<file path="config.mk">
export PLATFORM = sky130hd
export DESIGN_NAME = hv_supervisor
export DESIGN_NICKNAME = d
export VERILOG_FILES = /design/src/hdl/hv_pkg.sv /design/src/hdl/beep_if.sv /design/src/hdl/beep_gen.sv /design/src/hdl/hv_supervisor.sv /design/src/hdl/pin_sync.sv
export VERILOG_INCLUDE_DIRS = /design/src /design/src/hdl
export SDC_FILE = /design/constraint.sdc
export NUM_CORES = 1
export LEC_CHECK = 0
export BUFFER_PORTS_ARGS = -buffer_cell sky130_fd_sc_hd__buf_2
export CAP_MARGIN = 20
export CORE_ASPECT_RATIO = 0.8
export CORE_MARGIN = 2
export CORE_UTILIZATION = 45
export DETAILED_ROUTE_END_ITERATION = 8
export PLACE_DENSITY = 0.82
export RECOVER_POWER = 25
export SLEW_MARGIN = 20
export SYNTH_ARGS = -nofsm -noshare
export SYNTH_HDL_FRONTEND = slang
export SYNTH_SLANG_ARGS = --single-unit
</file>
<file path="constraint.sdc">
create_clock -name ref_clk_i -period 8.5 [get_ports ref_clk_i]
set_input_delay 1.7 -clock ref_clk_i [delete_from_list [all_inputs] [get_ports ref_clk_i]]
set_output_delay 1.7 -clock ref_clk_i [all_outputs]
set_load 0.05 [all_outputs]
</file>
<file path="src/hdl/hv_defs.svh">
`ifndef HV_DEFS_SVH
`define HV_DEFS_SVH
// clock rate and timing figures
`define CLK_MHZ 200
`define WDOG_MS 2000
`define WDOG_CYC (`WDOG_MS * `CLK_MHZ * 1000)
`define BEEP_MS 100
`define BEEP_CYC (`BEEP_MS * `CLK_MHZ * 1000)
// readout widths (volts, current counts, resistance counts) and synchronised pin count
`define VOLT_W 17
`define CURR_W 16
`define RES_W 16
`define SYNC_W 10
// safe specimen level in volts
`define SAFE_VOLTS 17'h00028
// error codes shown on the resistance readout
`define ERR_NONE 4'h0
`define ERR_MOD_UNID 4'h1
`define ERR_THERMAL 4'h2
`define ERR_OVERVOLT 4'h3
`define ERR_OVERCUR 4'h4
`define ERR_LOAD_ARC 4'h8
`define CPU_CODE_MIN 3'h5
// number of alarm beeps per event
`define BEEPS_FAULT 2'h2
`define BEEPS_ENABLE_BUTTONS 2'h1
// register byte addresses
`define ADDR_CTRL 32'h0000_0000
`define ADDR_SELFTEST 32'h0000_0004
`define ADDR_STATUS 32'h0000_0008
`define ADDR_ARC_VOLTS 32'h0000_000C
// field positions and reset values
`define CTRL_KICK_BIT 0
`define SELF_DONE_BIT 8
`define SELFTEST_RST 3'h0
`define RESP_OKAY 2'h0
`define RESP_SLVERR 2'h2
`endif

</file>
<file path="src/hdl/hv_pkg.sv">
`default_nettype none
package hv_pkg;
`include "hv_defs.svh"

  // supervisor states, one-hot
  typedef enum logic [5:0] {
    ST_SELFTEST = 6'h01,
    ST_FAULT = 6'h02,
    ST_IDLE = 6'h04,
    ST_ENABLE_BUTTONS = 6'h08,
    ST_DISCHARGE = 6'h10,
    ST_LOCKED = 6'h20
  } sup_state_type;

  typedef struct packed {
    logic [`SYNC_W-1:0] s1;
    logic [`SYNC_W-1:0] s2;
  } sync_regs_type;

  typedef struct packed {
    logic [31:0] cnt;
    logic [2:0] left;
    logic on;
  } beep_regs_type;
endpackage
`default_nettype wire

</file>
<file path="src/hdl/beep_if.sv">
`timescale 1ns/1ps
`default_nettype none
// alarm request path between supervisor and tone generator
interface beep_if;
  logic req;
  logic [1:0] count;
  logic sound;
  modport ctrl (output req, output count, input sound);
  modport gen (input req, input count, output sound);
endinterface
`default_nettype wire

</file>
<file path="src/hdl/beep_gen.sv">
`timescale 1ns/1ps
`default_nettype none
// alarm tone sequencer: plays queued beeps, equal on and off times
module beep_gen
  import hv_pkg::*;
#(
  parameter int unsigned BEEP_CYC_P = `BEEP_CYC
)
(
  input wire logic ref_clk_i,
  input wire logic rst_i,
  beep_if.gen bus
);
  beep_regs_type cur_reg;
  beep_regs_type cur_next;

  // phase timer, then beep or gap; requests queue onto the count
  always_comb
  begin
    cur_next = cur_reg;
    if (cur_reg.cnt != 32'h0000_0000)
      cur_next.cnt = cur_reg.cnt - 32'h0000_0001;
    else if (cur_reg.on)
    begin
      // beep ended, a gap of equal length follows
      cur_next.on = 1'b0;
      cur_next.left = cur_reg.left - 3'h1;
      cur_next.cnt = 32'(BEEP_CYC_P - 1);
    end
    else if (cur_reg.left != 3'h0)
    begin
      cur_next.on = 1'b1;
      cur_next.cnt = 32'(BEEP_CYC_P - 1);
    end
    // queue saturates at 7 only above 5; from 5 a request of 3 wraps it to zero
    if (bus.req)
      cur_next.left = (cur_next.left > 3'h5) ? 3'h7 : cur_next.left + {1'b0, bus.count};
  end

  always_ff @(posedge ref_clk_i or posedge rst_i)
  begin
    if (rst_i)
      cur_reg <= '0;
    else
      cur_reg <= cur_next;
  end

  assign bus.sound = cur_reg.on;
endmodule
`default_nettype wire

</file>
<file path="src/hdl/hv_supervisor.sv">
// The AXI4-Lite slave port and the address map were decided locally.
`timescale 1ns/1ps
`default_nettype none
module hv_supervisor
  import hv_pkg::*;
#(
  parameter int unsigned WDOG_CYC_P = `WDOG_CYC,
  parameter int unsigned BEEP_CYC_P = `BEEP_CYC
)
(
  input wire logic ref_clk_i,
  input wire logic rst_i,
  input wire logic [31:0] s_axi_awaddr_i,
  input wire logic s_axi_awvalid_i,
  output logic s_axi_awready_o,
  input wire logic [31:0] s_axi_wdata_i,
  input wire logic [3:0] s_axi_wstrb_i,
  input wire logic s_axi_wvalid_i,
  output logic s_axi_wready_o,
  output logic [1:0] s_axi_bresp_o,
  output logic s_axi_bvalid_o,
  input wire logic s_axi_bready_i,
  input wire logic [31:0] s_axi_araddr_i,
  input wire logic s_axi_arvalid_i,
  output logic s_axi_arready_o,
  output logic [31:0] s_axi_rdata_o,
  output logic [1:0] s_axi_rresp_o,
  output logic s_axi_rvalid_o,
  input wire logic s_axi_rready_i,
  input wire logic limit_view_i,
  input wire logic [1:0] enable_buttons_i,
  input wire logic disable_switch_i,
  input wire logic volt_knob_min_i,
  input wire logic module_ident_ok_i,
  input wire logic overvolt_fault_i,
  input wire logic overcur_fault_i,
  input wire logic thermal_fault_i,
  input wire logic load_arc_detect_i,
  input wire logic [`VOLT_W-1:0] meas_volts_i,
  input wire logic [`CURR_W-1:0] meas_curr_i,
  input wire logic [`RES_W-1:0] meas_res_i,
  input wire logic [`VOLT_W-1:0] limit_volts_i,
  input wire logic [`CURR_W-1:0] limit_curr_i,
  input wire logic res_giga_i,
  input wire logic curr_micro_i,
  output logic [`VOLT_W-1:0] volt_disp_o,
  output logic [`CURR_W-1:0] curr_disp_o,
  output logic [`RES_W-1:0] res_disp_o,
  output logic res_blank_o,
  output logic res_err_show_o,
  output logic hv_enable_o,
  output logic hazard_flasher_o,
  output logic supply_idle_lamp_o,
  output logic command_ready_lamp_o,
  output logic overvolt_lamp_o,
  output logic overcur_lamp_o,
  output logic thermal_lamp_o,
  output logic load_arc_lamp_o,
  output logic volt_limit_lamp_o,
  output logic curr_limit_lamp_o,
  output logic megohm_lamp_o,
  output logic gigohm_lamp_o,
  output logic milliamp_lamp_o,
  output logic microamp_lamp_o,
  output logic alarm_o
);
  // whole state of the block, outputs included
  typedef struct packed {
    sup_state_type st;
    logic [2:0] self_code; // software self-check result
    logic self_done; // software finished self-checks
    logic trip; // a latching trip caused the discharge
    logic arc; // load arc seen, held until power cycle
    logic [`VOLT_W-1:0] arc_volts; // specimen volts just before the arc
    logic [`VOLT_W-1:0] prev_volts; // last sample, source of arc capture
    logic [31:0] wdog; // cycles since last refresh
    logic [3:0] err;
    logic both_prev; // both buttons seen last cycle
    logic beep_req;
    logic [1:0] beep_cnt;
    logic aw_ok;
    logic w_ok;
    logic [31:0] awaddr;
    logic [31:0] wdata;
    logic [3:0] wstrb;
    logic awready;
    logic wready;
    logic bvalid;
    logic [1:0] bresp;
    logic arready;
    logic rvalid;
    logic [31:0] rdata;
    logic [1:0] rresp;
    logic [`VOLT_W-1:0] volt_disp;
    logic [`CURR_W-1:0] curr_disp;
    logic [`RES_W-1:0] res_disp;
    logic res_blank;
    logic hv_en;
    logic flasher;
    logic ready_lamp;
    logic ov_lamp;
    logic oc_lamp;
    logic th_lamp;
    logic arc_lamp;
    logic vlim_lamp;
    logic alarm;
    logic idle_lamp; // kept as its own flop so no gate sits after it
    logic err_show; // readout holds an error code
    logic clim_lamp; // current limit lamp, complement of the voltage lamp
    logic [3:0] range_lamps; // gigohm, megohm, microamp, milliamp
  } sup_regs_type;

  sup_regs_type cur_reg;
  sup_regs_type cur_next;
  logic [`SYNC_W-1:0] pins_s; // synchronised pins
  logic view_lim;
  logic both_btn;
  logic dis_sw;
  logic knob_min;
  logic mod_ok;
  logic ov_f;
  logic oc_f;
  logic th_f;
  logic arc_f;

  beep_if beep ();

  // panel switch, module and fault pins cross in through two flops; measurements and range selects come in direct
  pin_sync u_sync (
    .ref_clk_i(ref_clk_i),
    .rst_i(rst_i),
    .pins_i({limit_view_i, enable_buttons_i, disable_switch_i, volt_knob_min_i,
             module_ident_ok_i, overvolt_fault_i, overcur_fault_i, thermal_fault_i,
             load_arc_detect_i}),
    .pins_o(pins_s)
  );

  beep_gen #(.BEEP_CYC_P(BEEP_CYC_P)) u_beep (
    .ref_clk_i(ref_clk_i),
    .rst_i(rst_i),
    .bus(beep)
  );

  assign view_lim = pins_s[9];
  assign both_btn = pins_s[8] & pins_s[7];
  assign dis_sw = pins_s[6];
  assign knob_min = pins_s[5];
  assign mod_ok = pins_s[4];
  assign ov_f = pins_s[3];
  assign oc_f = pins_s[2];
  assign th_f = pins_s[1];
  assign arc_f = pins_s[0];
  assign beep.req = cur_reg.beep_req;
  assign beep.count = cur_reg.beep_cnt;

  // supervisor, register bus and readout selection in one pass
  always_comb
  begin
    logic kick;
    logic trip_now;
    logic wr_fire;
    kick = 1'b0;
    wr_fire = 1'b0;
    trip_now = ov_f | oc_f | th_f | arc_f;
    cur_next = cur_reg;
    cur_next.beep_req = 1'b0;
    cur_next.prev_volts = meas_volts_i;
    cur_next.both_prev = both_btn;

    // write channel: address and data taken in either order
    if (s_axi_awvalid_i && cur_reg.awready)
    begin
      cur_next.aw_ok = 1'b1;
      cur_next.awaddr = s_axi_awaddr_i;
    end
    if (s_axi_wvalid_i && cur_reg.wready)
    begin
      cur_next.w_ok = 1'b1;
      cur_next.wdata = s_axi_wdata_i;
      cur_next.wstrb = s_axi_wstrb_i;
    end
    wr_fire = cur_reg.aw_ok && cur_reg.w_ok && !cur_reg.bvalid;
    if (wr_fire)
    begin
      cur_next.aw_ok = 1'b0;
      cur_next.w_ok = 1'b0;
      cur_next.bvalid = 1'b1;
      cur_next.bresp = `RESP_OKAY;
      case (cur_reg.awaddr)
        `ADDR_CTRL:
          kick = cur_reg.wstrb[0] & cur_reg.wdata[`CTRL_KICK_BIT];
        `ADDR_SELFTEST:
        begin
          if (cur_reg.wstrb[0])
            cur_next.self_code = cur_reg.wdata[2:0];
          if (cur_reg.wstrb[1])
            cur_next.self_done = cur_reg.wdata[`SELF_DONE_BIT];
        end
        `ADDR_STATUS, `ADDR_ARC_VOLTS: ; // read-only, write ignored
        default:
          cur_next.bresp = `RESP_SLVERR;
      endcase
    end
    else if (cur_reg.bvalid && s_axi_bready_i)
      cur_next.bvalid = 1'b0;
    cur_next.awready = !cur_next.aw_ok && !cur_next.bvalid;
    cur_next.wready = !cur_next.w_ok && !cur_next.bvalid;

    // read channel: one outstanding read, answered the next cycle
    if (s_axi_arvalid_i && cur_reg.arready)
    begin
      cur_next.rvalid = 1'b1;
      cur_next.rresp = `RESP_OKAY;
      case (s_axi_araddr_i)
        `ADDR_CTRL: cur_next.rdata = 32'h0000_0000;
        `ADDR_SELFTEST:
          cur_next.rdata = 32'({cur_reg.self_done, 5'h00, cur_reg.self_code});
        `ADDR_STATUS:
          cur_next.rdata = 32'({cur_reg.arc, cur_reg.trip, cur_reg.err, 2'h0, cur_reg.st});
        `ADDR_ARC_VOLTS: cur_next.rdata = 32'(cur_reg.arc_volts);
        default:
        begin
          cur_next.rdata = 32'h0000_0000;
          cur_next.rresp = `RESP_SLVERR;
        end
      endcase
    end
    else if (cur_reg.rvalid && s_axi_rready_i)
      cur_next.rvalid = 1'b0;
    cur_next.arready = !cur_next.rvalid;

    // watchdog runs only while the supply is producing output
    if (cur_reg.st != ST_ENABLE_BUTTONS || kick)
      cur_next.wdog = 32'h0000_0000;
    else
      cur_next.wdog = cur_reg.wdog + 32'h0000_0001;

    // main sequence
    case (cur_reg.st)
      ST_SELFTEST:
        if (cur_reg.self_done)
        begin
          if (!mod_ok)
          begin
            cur_next.st = ST_FAULT;
            cur_next.err = `ERR_MOD_UNID;
            cur_next.beep_req = 1'b1;
            cur_next.beep_cnt = `BEEPS_FAULT;
          end
          else if (cur_reg.self_code >= `CPU_CODE_MIN)
          begin
            cur_next.st = ST_FAULT;
            cur_next.err = {1'b0, cur_reg.self_code};
            cur_next.beep_req = 1'b1;
            cur_next.beep_cnt = `BEEPS_FAULT;
          end
          else
            cur_next.st = ST_IDLE;
        end
      ST_FAULT:
        // locked until the cause is corrected
        if (mod_ok && cur_reg.self_code < `CPU_CODE_MIN)
        begin
          cur_next.st = ST_IDLE;
          cur_next.err = `ERR_NONE;
        end
      ST_IDLE, ST_ENABLE_BUTTONS:
        if (trip_now)
        begin
          // trip order picks the code shown when several fire at once
          cur_next.st = ST_DISCHARGE;
          cur_next.trip = 1'b1;
          cur_next.hv_en = 1'b0;
          cur_next.beep_req = 1'b1;
          cur_next.beep_cnt = `BEEPS_FAULT;
          cur_next.ov_lamp = ov_f;
          cur_next.oc_lamp = oc_f;
          cur_next.th_lamp = th_f;
          cur_next.arc_lamp = arc_f;
          if (arc_f)
          begin
            cur_next.arc = 1'b1;
            cur_next.arc_volts = cur_reg.prev_volts;
          end
          else if (th_f)
            cur_next.err = `ERR_THERMAL;
          else if (ov_f)
            cur_next.err = `ERR_OVERVOLT;
          else
            cur_next.err = `ERR_OVERCUR;
        end
        else if (cur_reg.st == ST_ENABLE_BUTTONS)
        begin
          // disable switch or missed refresh ends the test
          if (dis_sw || cur_reg.wdog >= 32'(WDOG_CYC_P - 1))
          begin
            cur_next.st = ST_DISCHARGE;
            cur_next.hv_en = 1'b0;
          end
        end
        else if (!mod_ok)
        begin
          cur_next.st = ST_FAULT;
          cur_next.err = `ERR_MOD_UNID;
          cur_next.beep_req = 1'b1;
          cur_next.beep_cnt = `BEEPS_FAULT;
        end
        else if (!dis_sw && both_btn && !cur_reg.both_prev && knob_min)
        begin
          cur_next.st = ST_ENABLE_BUTTONS;
          cur_next.hv_en = 1'b1;
          cur_next.beep_req = 1'b1;
          cur_next.beep_cnt = `BEEPS_ENABLE_BUTTONS;
        end
      ST_DISCHARGE:
        // all controls ignored until the specimen is safe
        if (meas_volts_i < `SAFE_VOLTS)
        begin
          cur_next.st = cur_reg.trip ? ST_LOCKED : ST_IDLE;
          if (cur_reg.arc)
          begin
            cur_next.err = `ERR_LOAD_ARC;
            cur_next.beep_req = 1'b1;
            cur_next.beep_cnt = `BEEPS_FAULT;
          end
        end
      ST_LOCKED: ; // only power removal leaves here
      default:
      begin
        cur_next.st = ST_LOCKED;
        cur_next.hv_en = 1'b0;
      end
    endcase

    // readouts
    if (cur_reg.st == ST_DISCHARGE)
      cur_next.volt_disp = meas_volts_i;
    else if (cur_reg.st == ST_LOCKED && cur_reg.arc)
      cur_next.volt_disp = cur_reg.arc_volts;
    else if (view_lim)
      cur_next.volt_disp = limit_volts_i;
    else
      cur_next.volt_disp = meas_volts_i;
    cur_next.curr_disp = view_lim ? limit_curr_i : meas_curr_i;
    cur_next.res_disp = (cur_next.err != `ERR_NONE) ? `RES_W'(cur_next.err) : meas_res_i;
    cur_next.res_blank = view_lim && cur_next.err == `ERR_NONE;
    // voltage lamp wins when at its limit, so one lamp is always lit
    cur_next.vlim_lamp = meas_volts_i >= limit_volts_i;
    cur_next.flasher = meas_volts_i > `SAFE_VOLTS || cur_next.hv_en;
    cur_next.ready_lamp = cur_next.st == ST_IDLE;
    cur_next.alarm = beep.sound;
    cur_next.idle_lamp = !cur_next.hv_en;
    cur_next.err_show = cur_next.err != `ERR_NONE;
    cur_next.clim_lamp = !cur_next.vlim_lamp;
    cur_next.range_lamps = {res_giga_i, !res_giga_i, curr_micro_i, !curr_micro_i};
  end

  always_ff @(posedge ref_clk_i or posedge rst_i)
  begin
    if (rst_i)
    begin
      cur_reg <= '0;
      cur_reg.st <= ST_SELFTEST;
      cur_reg.self_code <= `SELFTEST_RST;
      cur_reg.idle_lamp <= 1'b1;
      cur_reg.clim_lamp <= 1'b1;
    end
    else
      cur_reg <= cur_next;
  end

  assign s_axi_awready_o = cur_reg.awready;
  assign s_axi_wready_o = cur_reg.wready;
  assign s_axi_bresp_o = cur_reg.bresp;
  assign s_axi_bvalid_o = cur_reg.bvalid;
  assign s_axi_arready_o = cur_reg.arready;
  assign s_axi_rdata_o = cur_reg.rdata;
  assign s_axi_rresp_o = cur_reg.rresp;
  assign s_axi_rvalid_o = cur_reg.rvalid;
  assign volt_disp_o = cur_reg.volt_disp;
  assign curr_disp_o = cur_reg.curr_disp;
  assign res_disp_o = cur_reg.res_disp;
  assign res_blank_o = cur_reg.res_blank;
  assign res_err_show_o = cur_reg.err_show;
  assign hv_enable_o = cur_reg.hv_en;
  assign hazard_flasher_o = cur_reg.flasher;
  assign supply_idle_lamp_o = cur_reg.idle_lamp;
  assign command_ready_lamp_o = cur_reg.ready_lamp;
  assign overvolt_lamp_o = cur_reg.ov_lamp;
  assign overcur_lamp_o = cur_reg.oc_lamp;
  assign thermal_lamp_o = cur_reg.th_lamp;
  assign load_arc_lamp_o = cur_reg.arc_lamp;
  assign volt_limit_lamp_o = cur_reg.vlim_lamp;
  assign curr_limit_lamp_o = cur_reg.clim_lamp;
  assign megohm_lamp_o = cur_reg.range_lamps[2];
  assign gigohm_lamp_o = cur_reg.range_lamps[3];
  assign milliamp_lamp_o = cur_reg.range_lamps[0];
  assign microamp_lamp_o = cur_reg.range_lamps[1];
  assign alarm_o = cur_reg.alarm;
endmodule
`default_nettype wire

</file>
<file path="src/hdl/pin_sync.sv">
`timescale 1ns/1ps
`default_nettype none
// two-stage synchroniser for the front panel switch, module and fault pins
module pin_sync
  import hv_pkg::*;
(
  input wire logic ref_clk_i,
  input wire logic rst_i,
  input wire logic [`SYNC_W-1:0] pins_i,
  output logic [`SYNC_W-1:0] pins_o
);
  sync_regs_type cur_reg;
  sync_regs_type cur_next;

  // first stage feeds only the second stage
  always_comb
  begin
    cur_next.s1 = pins_i;
    cur_next.s2 = cur_reg.s1;
  end

  always_ff @(posedge ref_clk_i or posedge rst_i)
  begin
    if (rst_i)
      cur_reg <= '0;
    else
      cur_reg <= cur_next;
  end

  assign pins_o = cur_reg.s2;
endmodule
`default_nettype wire
</file>
; ---- Word level (Yosys, flattened, before mapping)
; Cells that the tools add are included.
[op_classes]
n_reduce_logical = 46
n_bitwise = 5
addsub = 4
mux = 68
eq_ne = 20
n_lt_le_gt_ge = 7
[op_table]
columns = op, count
row1 = $eq A32 B4 Y1 const B, 4
row2 = $mux W32, 4
row3 = $eq A32 B3 Y1 const B, 2
row4 = $logic_not A32 Y1, 2
row5 = $mux W6, 9
row6 = $mux W17, 3
row7 = $pmux W17 S3, 1
row8 = $mux W3, 16
row9 = $mux W4, 11
row10 = $add A32 B1 Y32 const B, 1
row11 = $ge A32 B29 Y1 const B, 1
row12 = $mux W16, 2
row13 = $reduce_bool A32 Y1, 1
row14 = $sub A32 B1 Y32 const B, 1
row15 = $pmux W6 S5, 1
row16 = $ge A17 B17 Y1, 1
row17 = $gt A17 B6 Y1 const B, 1
row18 = $lt A17 B6 Y1 const B, 1
row19 = $pmux W4 S4, 1
row20 = $logic_and A1 B1 Y1, 15
row21 = $mux W1, 15
row22 = $eq A6 B3 Y1 const B, 2
row23 = $reduce_or A4 Y1, 3
row24 = $logic_not A1 Y1, 11
row25 = other kinds (27), 41
[word_totals]
inputBits = 201
wordCells = 197
regBits = 294
output_inout_bits = 107

; ---- Longest topological paths before layout
; Gate-level depths: netlist of run 1.
[logic_depth]
word_depth = 10
ltp_mapped = 15
ltp_nobuf = 15

; ---- Cells and area by module
; From an unflattened synthesis of run 1, not the netlist that was laid out.
[unflattened]
cells_unflattened = 1172
area_unflattened_um2 = 12843.6
[modules_own_cells]
columns = module, cells_each, n_inst, area_each_um2, seq_area_each_um2
row1 = hv_supervisor, 932, 1, 10218.6, 5408.9
row2 = beep_gen, 219, 1, 2120.8, 900.9
row3 = pin_sync, 21, 1, 504.2, 500.5

; ---- Worst setup path before layout of run 1
; Ideal clock, no wire load.
[synth_timing]
path_type = input-to-reg
from = in meas_volts_i[10]
to = reg cur_reg (netlist bit res_disp_o[3])
required_time_ns = 8.436
setup_slack_ns = 4.830
cell_stages = 6
setup_ns = 0.064
n_path_buf = 0
t_arrival_ns = 3.606
cell_sequence = or4b_2 nor4b_4 nor2_1 o41ai_4 and2_1 a31o_2
[synth_lines]
columns = element, line
row1 = "start, declared", hv_supervisor.sv:39  ; input wire logic [`VOLT_W-1:0] meas_volts_i,
row2 = "end signal, assigned", hv_supervisor.sv:369  ; cur_reg <= cur_next;
row3 = "end, declared", hv_supervisor.sv:113  ; sup_regs_type cur_reg;

==> results of run 1 <==
==> synth_stat cells, types with 10 or more instances <==
| cell | n | area share [%] |
|---|---|---|
| o31ai_1 | 12 | 0.71 |
| dfrtp_1 | 269 | 53 |
| nand2_1 | 81 | 2.4 |
| a21oi_1 | 46 | 1.8 |
| mux2_2 | 75 | 6.7 |
| inv_1 | 43 | 1.3 |
| nor2_1 | 97 | 2.9 |
| o21ai_0 | 47 | 1.9 |
| nor3_1 | 22 | 0.87 |
| mux2i_1 | 18 | 1.4 |
| nand4_1 | 10 | 0.50 |
| xnor2_1 | 24 | 1.7 |
| buf_4 | 86 | 5.1 |
| clkbuf_1 | 26 | 0.77 |
| nand3_1 | 39 | 1.5 |
| ha_1 | 22 | 2.2 |
| nor4_1 | 31 | 1.5 |
| or3_1 | 15 | 0.74 |
| o22ai_1 | 18 | 0.89 |
| xor2_1 | 18 | 1.3 |
==> power groups by stage <==
stage,clock network [mW],registers (mW),logic (mW)
6_report,1.14,1.51,0.423
5_1_grt,1.22,1.52,0.459
4_1_cts,1.16,1.51,0.429
3_5_place_dp,0,1.53,0.426
3_3_place_gp,0,1.52,0.411
2_1_floorplan,0,1.54,0.307
==> final cells by class <==
cell class | instances | area (um2) | area share (%)
inverter | 44 | 166 | 1.15
multi-input combinational | 727 | 4870 | 33.7
timing repair buffer | 265 | 1320 | 9.14
clock buffer | 45 | 793 | 5.48
clock inverter | 4 | 45.0 | 0.311
sequential | 272 | 6810 | 47.1
tap | 364 | 455 | 3.15
==> logic make-up (layout without fill, tap and decap cells) <==
kind of cell | count (synthesis) | after routing | share of synthesized area, %
adders and majority gates | 23 | 23 | 2.34
muxes | 93 | 93 | 8.13
xor gates and xnor gates | 42 | 42 | 2.92
and+or+nand+nor | 362 | 362 | 14.7
buffers and inverters | 168 | 358 | 7.88
AOI/OAI and AO/OA | 190 | 190 | 9.90
DFF | 272 | 272 | 54.0
other | 1 | 17 | 0.0298
==> stage by stage <==
stage          std cells  setup slack [ps]
2_1_floorplan       1167              3210
3_3_place_gp        1672              4070
3_5_place_dp        1672              3960
4_1_cts             1721              4540
5_1_grt             1721              4270
6_report            1721              4440
==> metal layers <==
metal  share of wire, %  vias up  GRT usage (%)
li1                   -     4350              -
met1                 42     4465           26.9
met2                 46      406           31.8
met3                9.3       66           5.20
met4                3.2        0           6.52
met5                  0        -              0
==> path summary, 6_finish.rpt <==
kind                                         startpoint                      endpoint  cells after the start
setup reg to reg                 cur_reg[259]$_DFF_PP0_       res_disp_o[3]$_DFF_PP0_                      6
min in group asynchronous                         rst_i        cur_reg[191]$_DFF_PP0_                      2
hold / removal             u_sync.cur_next[3]$_DFF_PP0_    u_sync.pins_o[3]$_DFF_PP0_                      0
hold reg to reg            u_sync.cur_next[3]$_DFF_PP0_    u_sync.pins_o[3]$_DFF_PP0_                      0
setup / recovery                       meas_volts_i[13]       res_disp_o[2]$_DFF_PP0_                      7
max in group asynchronous                         rst_i  s_axi_rdata_o[9]$_DFFE_PP0P_                      3
==> flow_summary.json, run 1 <==
{
  "outcome": "finished, violations left",
  "violations": "capacitance limit, slew limit",
  "dr.pass1.iters": 5,
  "slew_violations": 36,
  "fin_area_um2": 14500,
  "cp.buffers_inverters": 1,
  "post_drt_wl_per_cell_um": 17.3,
  "startpoint_type": "primary input",
  "synth_flop_cell": "dfrtp_1",
  "grt-ovfl-total": 0,
  "ys_async_sr_fraction_pct": 100,
  "cts-root-buf": "clkbuf_16",
  "cts.sinks": 272,
  "r2r_slack_ps": 4870,
  "hold_class": "flop to flop",
  "finalSetupViolCount": 0,
  "core_um2": 27400,
  "ys_types": 76,
  "slowest_stage": "or4_1",
  "postPlaceCellArea_um2": 13600,
  "finalNetCount": 1561,
  "pwr-share-seq_pct": 49.0,
  "hold_buffers": 0,
  "power_density_nw_per_um2": 212,
  "via_per_inst": 5.40,
  "path_delay_family": "simple AND/OR/NAND/NOR gates",
  "grt_pass1_vias": 9337,
  "path_class": "primary input to flop",
  "layout_commonest_cell": "dfrtp_1",
  "slowest_delay_ps": 690,
  "cts_resized": 0,
  "p_int_mw": 2.24,
  "critPathRequiredTime_ps": 8850,
  "fmax_mhz": 246,
  "slew_headroom_pct": -15.5,
  "grt_use_total_pct": 20.0,
  "portBuffers": 260,
  "drtIter0Drc": 688,
  "hold_slack_ps": 349,
  "pwr-share-comb_pct": 13.8,
  "htreeDepth": 1,
  "largest_reg_flops": 123,
  "critPathArrivalTime_ps": 4410,
  "ioPinCount": 308,
  "final-hold-violation-count": 0,
  "p_switching_mw": 0.835,
  "post_cts_buffers": 0,
  "worstPathMaxFanout": 15,
  "worst_slew_pin_slew_ps": 1730,
  "setup_tns_ps": 0,
  "start_util_pct": 45.9,
  "numCtsBuffers": 27,
  "p_leak_nw": 6.91,
  "p_sw_share_pct": 27.2,
  "final.min_clock_period_ps": 4060,
  "dp_hpwl_mm": 21.6,
  "ys_seq_area_share_pct": 54.0,
  "antenna_cells": 0,
  "period_share_pct": 47.7,
  "grt_pass1_wl_mm": 47.5,
  "fp-row-count": 54,
  "critPathCaptureType": "flop",
  "clockBufferDepth": 3,
  "synth-seq-cells": 272,
  "dieWidth_um": 191,
  "antenna_found_initial": 1,
  "path_cells": "clkbuf_1 > or4_1 > nor4b_2 > a31oi_1 > a41oi_2 > or3_1 > o21ai_0",
  "ant_nets": 0,
  "rsz0062_at_grt": "false",
  "syn_avg_cell_area_um2": 10.9,
  "clkPwrFrac_pct": 37.2,
  "finalWirelength_mm": 29.7,
  "dieArea_um2": 29400,
  "synth_warnings": 0,
  "cts_tree": "built",
  "grt_start_max_net_pins": 168,
  "die_h_um": 154,
  "routabilityCongestion": 0.912,
  "skew_ps": 21.2,
  "ir_worst_vdd_uv": 225,
  "cts.clk_slew.worst_paths_ps": 60,
  "netlist_instances": 1151,
  "utilization_pct": 52.7,
  "vias": 9287,
  "maxCapViolCount": 1,
  "num-fill-cells": 2415,
  "clk_latency_ps": 560,
  "synth_area_um2": 12600,
  "synth_edf_count": 0,
  "layout-drive-gt1-share_pct": 27.9,
  "route.detailed.drc": 0,
  "area_delta_synth_final_pct": 14.8,
  "final_cell_mix": "dfrtp_1, buf_2, nor2_1",
  "total_power_mw": 3.07
}
No activity file was read; power rests on OpenSTA's default activity.
==> run 2, diff against run 1 <==
- ABC_AREA: unset -> 1
- PLACE_DENSITY: 0.82 -> 0.78
- clock period: 8.5 -> 4.1 ns (I/O delays scaled with it)
==> run 2 against run 1 <==
Net effect:
- the run still ends with capacitance limit, slew limit left
- critical path type is now flop to flop
- non-clock buffer count up 8
- core utilization is 0.73 points higher
- flip-flop and latch count did not move
- highest routed layer unchanged
- clock-buffer cell count is 5 lower
==> flow_summary.json, run 2 <==
{
  "outcome": "finished, violations left",
  "violations": "capacitance limit, slew limit",
  "synth_edf_count": 0,
  "portBuffers": 260,
  "setup_ws_ps": 1110,
  "period_share_pct": 73.0,
  "final_cell_mix": "nand2_1, dfrtp_1, buf_2",
  "numCtsBuffers": 29,
  "post_drt_wl_per_cell_um": 15.5,
  "grt_start_max_net_pins": 73,
  "synth_area_um2": 13500,
  "synth_area_leaders": "dfrtp_1, nand2_1, nor2_1",
  "synth.top_cells.by_count": "nand2_1, dfrtp_1, nor2_1, inv_1, buf_4",
  "power_density_nw_per_um2": 440,
  "layout-drive-gt1-share_pct": 20.1,
  "ioPinCount": 308,
  "route.detailed.drc": 0,
  "clockBufferDepth": 3,
  "setup_tns_ps": 0,
  "synth_most_common_cell": "nand2_1",
  "grt-ovfl-total": 0,
  "utilization_pct": 53.5,
  "yosysTopAreaCellShare_pct": 49.7,
  "p_leak_nw": 8.08,
  "cts_resized": 0,
  "layout_commonest_cell": "nand2_1",
  "antenna_cells": 0,
  "vias": 11000,
  "worstPathMaxFanout": 5,
  "cts.clk_slew.worst_paths_ps": 60,
  "synth_warnings": 0,
  "dr.pass1.iters": 5,
  "fmax_mhz": 334,
  "rsz0062_at_grt": "false",
  "hold_buffers": 0,
  "hold_class": "flop to flop",
  "worst_slew_pin_slew_ps": 1780,
  "slowest_delay_ps": 390,
  "largest_reg_flops": 123,
  "path_common_cell": "nand2_1",
  "finalNetCount": 2024,
  "routabilityCongestion": 0.954,
  "dpl.cell_count": 2145,
  "cp.buffers_inverters": 5,
  "final-hold-violation-count": 0,
  "ys_types": 55,
  "stdcell_count": 2200,
  "path_class": "flop to flop",
  "ys_async_sr_fraction_pct": 100,
  "synth_flop_cell": "dfrtp_1",
  "cts_tree": "built",
  "r2r_slack_ps": 1110,
  "reg2reg_to": "u_beep.cur_reg[3]$_DFF_PP0_",
  "area_delta_synth_final_pct": 16.2,
  "ir_worst_vdd_uv": 332,
  "cts-root-buf": "clkbuf_16",
  "r2r-start": "u_beep.cur_reg[4]$_DFFE_PP0P_",
  "synth-seq-cells": 272,
  "finalSetupViolCount": 0,
  "holdPathStages": 0,
  "grt_pass1_wl_mm": 55.3,
  "via_per_inst": 4.99,
  "antenna_found_initial": 0,
  "cts.sinks": 272,
  "skew_ps": 17.2,
  "netlist_instances": 1594,
  "final.min_clock_period_ps": 2990,
  "slew_headroom_pct": -18.9,
  "total_power_mw": 6.92,
  "ys_seq_area_share_pct": 50.3,
  "fp-row-count": 56,
  "holdPathEnd": "u_sync.pins_o[4]$_DFF_PP0_",
  "dieWidth_um": 198,
  "dieArea_um2": 31500,
  "core_um2": 29400,
  "r2r_cells": 17,
  "dp_hpwl_mm": 25.3,
  "grt_pass1_vias": 10800,
  "critPathRequiredTime_ps": 4540,
  "finalWirelength_mm": 34.0,
  "ant_nets": 0,
  "drtIter0Drc": 747,
  "die_h_um": 159,
  "path_delay_family": "simple AND/OR/NAND/NOR gates",
  "yosys.area.top_type": "dfrtp_1",
  "startpoint_type": "flop",
  "critPathCaptureType": "flop",
  "grt_use_total_pct": 21.6,
  "slew_violations": 180,
  "syn_avg_cell_area_um2": 8.49,
  "post_cts_buffers": 0,
  "htreeDepth": 1,
  "start_util_pct": 46.0,
  "pre_cts_ws_ps": 1180,
  "critPathArrivalTime_ps": 3430,
  "path_cells": "inv_1 > ha_1 > nand2_1 > nor2_2 > nand2_1 > nor2_4 > inv_1 > o21ai_1 > inv_1 > ha_1 > fa_1 > nand2_1 > inv_1 > nand2_1 > nand2_1 > inv_1 > nand2_1",
  "min-delay-start": "u_sync.cur_next[4]$_DFF_PP0_",
  "slowest_stage": "dfrtp_1",
  "maxCapViolCount": 3,
  "clk_latency_ps": 570
}
run 2: changes by cell type after synthesis, moves of 18 or more:
cell / before / now
inv_1: 43 / 177
nor2_1: 97 / 190
o21ai_0: 47 / 69
nand3_1: 39 / 73
nand2_1: 81 / 425
mux2_2: 75 / 9
mux2i_1: 18 / 0
a21oi_1: 46 / 21
run 2: layer usage:
metal / track usage [%] / up-vias / wire, um
met4: 5.67 / 0 / 787
li1: - / 5372 / -
met5: 0 / - / 0
met3: 3.81 / 57 / 1910
met1: 31.9 / 5236 / 16200
met2: 33.0 / 302 / 15100
run 2: logic make-up after synthesis:
| family | synth area share (%) |
|---|---|
| compound gates | 5.90 |
| xor+xnor | 3.10 |
| fa+ha+maj | 2.18 |
| buf+inv | 10.8 |
| flops | 50.3 |
| mux | 1.41 |
| other cells | 0.0277 |
| simple gates | 26.3 |
run 2: how the worst max path moves through the flow:
stage,from,endpoint,cells after the start
finish,u_beep.cur_reg[4]$_DFFE_PP0P_,u_beep.cur_reg[3]$_DFF_PP0_,17
global route,rst_i,s_axi_rdata_o[6]$_DFFE_PP0P_,3
global placement,u_beep.cur_reg[4]$_DFFE_PP0P_,u_beep.cur_reg[3]$_DFF_PP0_,17
detailed placement,u_beep.cur_reg[4]$_DFFE_PP0P_,u_beep.cur_reg[3]$_DFF_PP0_,17
floorplan,rst_i,alarm_o$_DFF_PP0_,1
CTS,u_beep.cur_reg[4]$_DFFE_PP0P_,u_beep.cur_reg[3]$_DFF_PP0_,17
run 2: metrics by stage:
stage          cell area [um2]  hold slack, ps
2_1_floorplan            13600             331
3_3_place_gp             14700             333
3_5_place_dp             14700             337
4_1_cts                  15800             338
5_1_grt                  15700             336
6_report                 15700             344
run 2: final cells by class:
cell class / count / area [um2]
clock inverters: 14 / 215
repair buffers: 273 / 1380
well taps: 377 / 472
flip-flops and latches: 272 / 6810
multi-input cells: 1041 / 5320
inverters: 183 / 688
clock buffers: 40 / 847
fillers: 2690 / 13700
run 2: where the power goes:
group	switching, mW	internal, mW	leakage, nW
Clock	1.11	1.76	0.523
Sequential	0.140	2.95	3.41
Combinational	0.682	0.287	4.15
Total	1.93	4.99	8.08
==> run 3, diff against run 2 <==
- clock period: 4.1 -> 3.05 ns (I/O delays scaled with it)
==> run 3 against run 2 <==
Net effect:
- the flow still finishes with violations (capacitance limit, slew limit)
- non-clock buffer count did not move
- clock-buffer cell count shrank 4
- worst setup slack lost 820 ps
- routed wire length grew 0.27%
- cell count is essentially flat
- sequential share of layout area fell by 0.15 points
- core utilization increased by 0.19 points
- highest routed layer unchanged
==> flow_summary.json, run 3 (synthesis gave the netlist of run 2 again) <==
{
  "outcome": "finished, violations left",
  "violations": "capacitance limit, slew limit",
  "power_density_nw_per_um2": 595,
  "grt_use_total_pct": 21.7,
  "critPathCaptureType": "flop",
  "multi_input_area_um2": 5340,
  "grt_pass1_wl_mm": 55.4,
  "skew_ps": 22.3,
  "maxCapViolCount": 1,
  "slew_headroom_pct": -3.49,
  "final.min_clock_period_ps": 2760,
  "hold_slack_ps": 140,
  "dieWidth_um": 198,
  "die_h_um": 159,
  "htreeDepth": 1,
  "critPathRequiredTime_ps": 3490,
  "worst_slew_pin_slew_ps": 1550,
  "cts_tree": "built",
  "routabilityCongestion": 0.924,
  "cts-root-buf": "clkbuf_16",
  "grt_use_met2_pct": 34.9,
  "finalNetCount": 2025,
  "dieArea_um2": 31500,
  "stdcell_count": 2202,
  "postPlaceCellArea_um2": 14700,
  "dr.pass1.iters": 5,
  "total_power_mw": 9.40,
  "path_class": "flop to flop",
  "dpl.cell_count": 2146,
  "final_cell_mix": "nand2_1, dfrtp_1, buf_2",
  "slowest_stage": "dfrtp_1",
  "layout_commonest_cell": "nand2_1",
  "slowest_delay_ps": 420,
  "finalWirelength_mm": 34.1,
  "regArea_um2": 6810,
  "critPathArrivalTime_ps": 3200,
  "finalSetupViolCount": 0,
  "grt_pass1_vias": 10900,
  "fmax_mhz": 362,
  "cts.clk_slew.worst_paths_ps": 70,
  "post_drt_wl_per_cell_um": 15.5,
  "slew_violations": 64,
  "ir_worst_vdd_uv": 481,
  "num-fill-cells": 2694,
  "route.detailed.drc": 0,
  "area_delta_synth_final_pct": 16.6,
  "globalRouteMet3Util_pct": 3.26,
  "largest_reg_flops": 123,
  "grt-ovfl-total": 0,
  "antenna_cells": 0,
  "period_share_pct": 90.5,
  "hold_class": "primary input to flop",
  "drtIter0Drc": 788,
  "final-hold-violation-count": 0,
  "via_per_inst": 5.04,
  "vias": 11100,
  "grt_start_max_net_pins": 68,
  "fin_area_um2": 15800,
  "clockBufferDepth": 3,
  "path_cells": "inv_1 > ha_2 > nand2_1 > nor2_4 > nand2_1 > nor2_4 > inv_1 > o21ai_1 > inv_1 > ha_1 > fa_1 > nand2_1 > inv_1 > nand2_1 > nand2_1 > inv_1 > nand2_1",
  "pre_cts_ws_ps": 241,
  "grtUsageMet1_pct": 31.3,
  "antenna_found_initial": 0,
  "p_leak_nw": 8.10,
  "fp-row-count": 56,
  "rsz0062_at_grt": "false",
  "start_util_pct": 46.0,
  "busiest_layer": "met2",
  "worstPathMaxFanout": 5,
  "setup_ws_ps": 291,
  "core_um2": 29400,
  "numCtsBuffers": 30,
  "path_common_cell": "nand2_1",
  "r2r_slack_ps": 290,
  "startpoint_type": "flop",
  "ioPinCount": 308,
  "layout-drive-gt1-share_pct": 20.5,
  "hold_buffers": 0,
  "utilization_pct": 53.7,
  "dp_hpwl_mm": 25.5,
  "clk_latency_ps": 570,
  "portBuffers": 260,
  "cts.sinks": 272,
  "setup_tns_ps": 0,
  "ant_nets": 0
}
run 3: changes by cell type in the layout (fill, tap and decap cells not counted), sizes merged:
cell	previous run	this run
buf	250	254
clkbuf	63	55
clkinv	7	8
inv	182	187
run 3: timing repair:
item	4_1_cts	5_1_grt
resized for setup	0	2
setup buffers	0	0
endpoints found under the setup margin	0	1
run 3: layout make-up:
cell class / instances / share of cell area, %
timing repair buffer: 273 / 8.75
inverter: 183 / 4.36
tap: 377 / 2.99
sequential: 272 / 43.1
multi-input combinational: 1041 / 33.8
clock buffer: 36 / 5.15
clock inverter: 20 / 1.85
run 3: worst max-delay path, delay by kind of cell, from the launching register on:
family | cells | cell delay, ps
DFF | 1 | 420
AOI/OAI and AO/OA | 1 | 190
buffers and inverters | 5 | 400
and+or+nand+nor | 8 | 810
adders and majority gates | 3 | 810
run 3: final timing paths:
path,start,endpoint,cells past startpoint
worst max-delay path,u_beep.cur_reg[4]$_DFFE_PP0P_,u_beep.cur_reg[3]$_DFF_PP0_,17
worst min-delay path,overvolt_fault_i,u_sync.cur_next[3]$_DFF_PP0_,1
worst max register to register,u_beep.cur_reg[4]$_DFFE_PP0P_,u_beep.cur_reg[3]$_DFF_PP0_,17
worst min register to register,u_sync.cur_next[1]$_DFF_PP0_,u_sync.pins_o[1]$_DFF_PP0_,0
max in group asynchronous,rst_i,volt_disp_o[16]$_DFF_PP0_,3
min in group asynchronous,rst_i,cur_reg[202]$_DFF_PP0_,2
run 3: report_power, final:
part           switching (mW)  total [mW]  internal [mW]
Sequential              0.192        4.15           3.96
Clock                    1.59        3.96           2.37
Combinational           0.918        1.29          0.375
Total                    2.70        9.40           6.70
run 3: layer usage:
layer | part of all wire [%] | vias to the layer above | routed length (um)
met4 | 1.8 | 0 | 613
met5 | 0 | - | 0
met1 | 46 | 5314 | 15800
li1 | - | 5383 | -
met3 | 5.7 | 55 | 1940
met2 | 46 | 351 | 15700
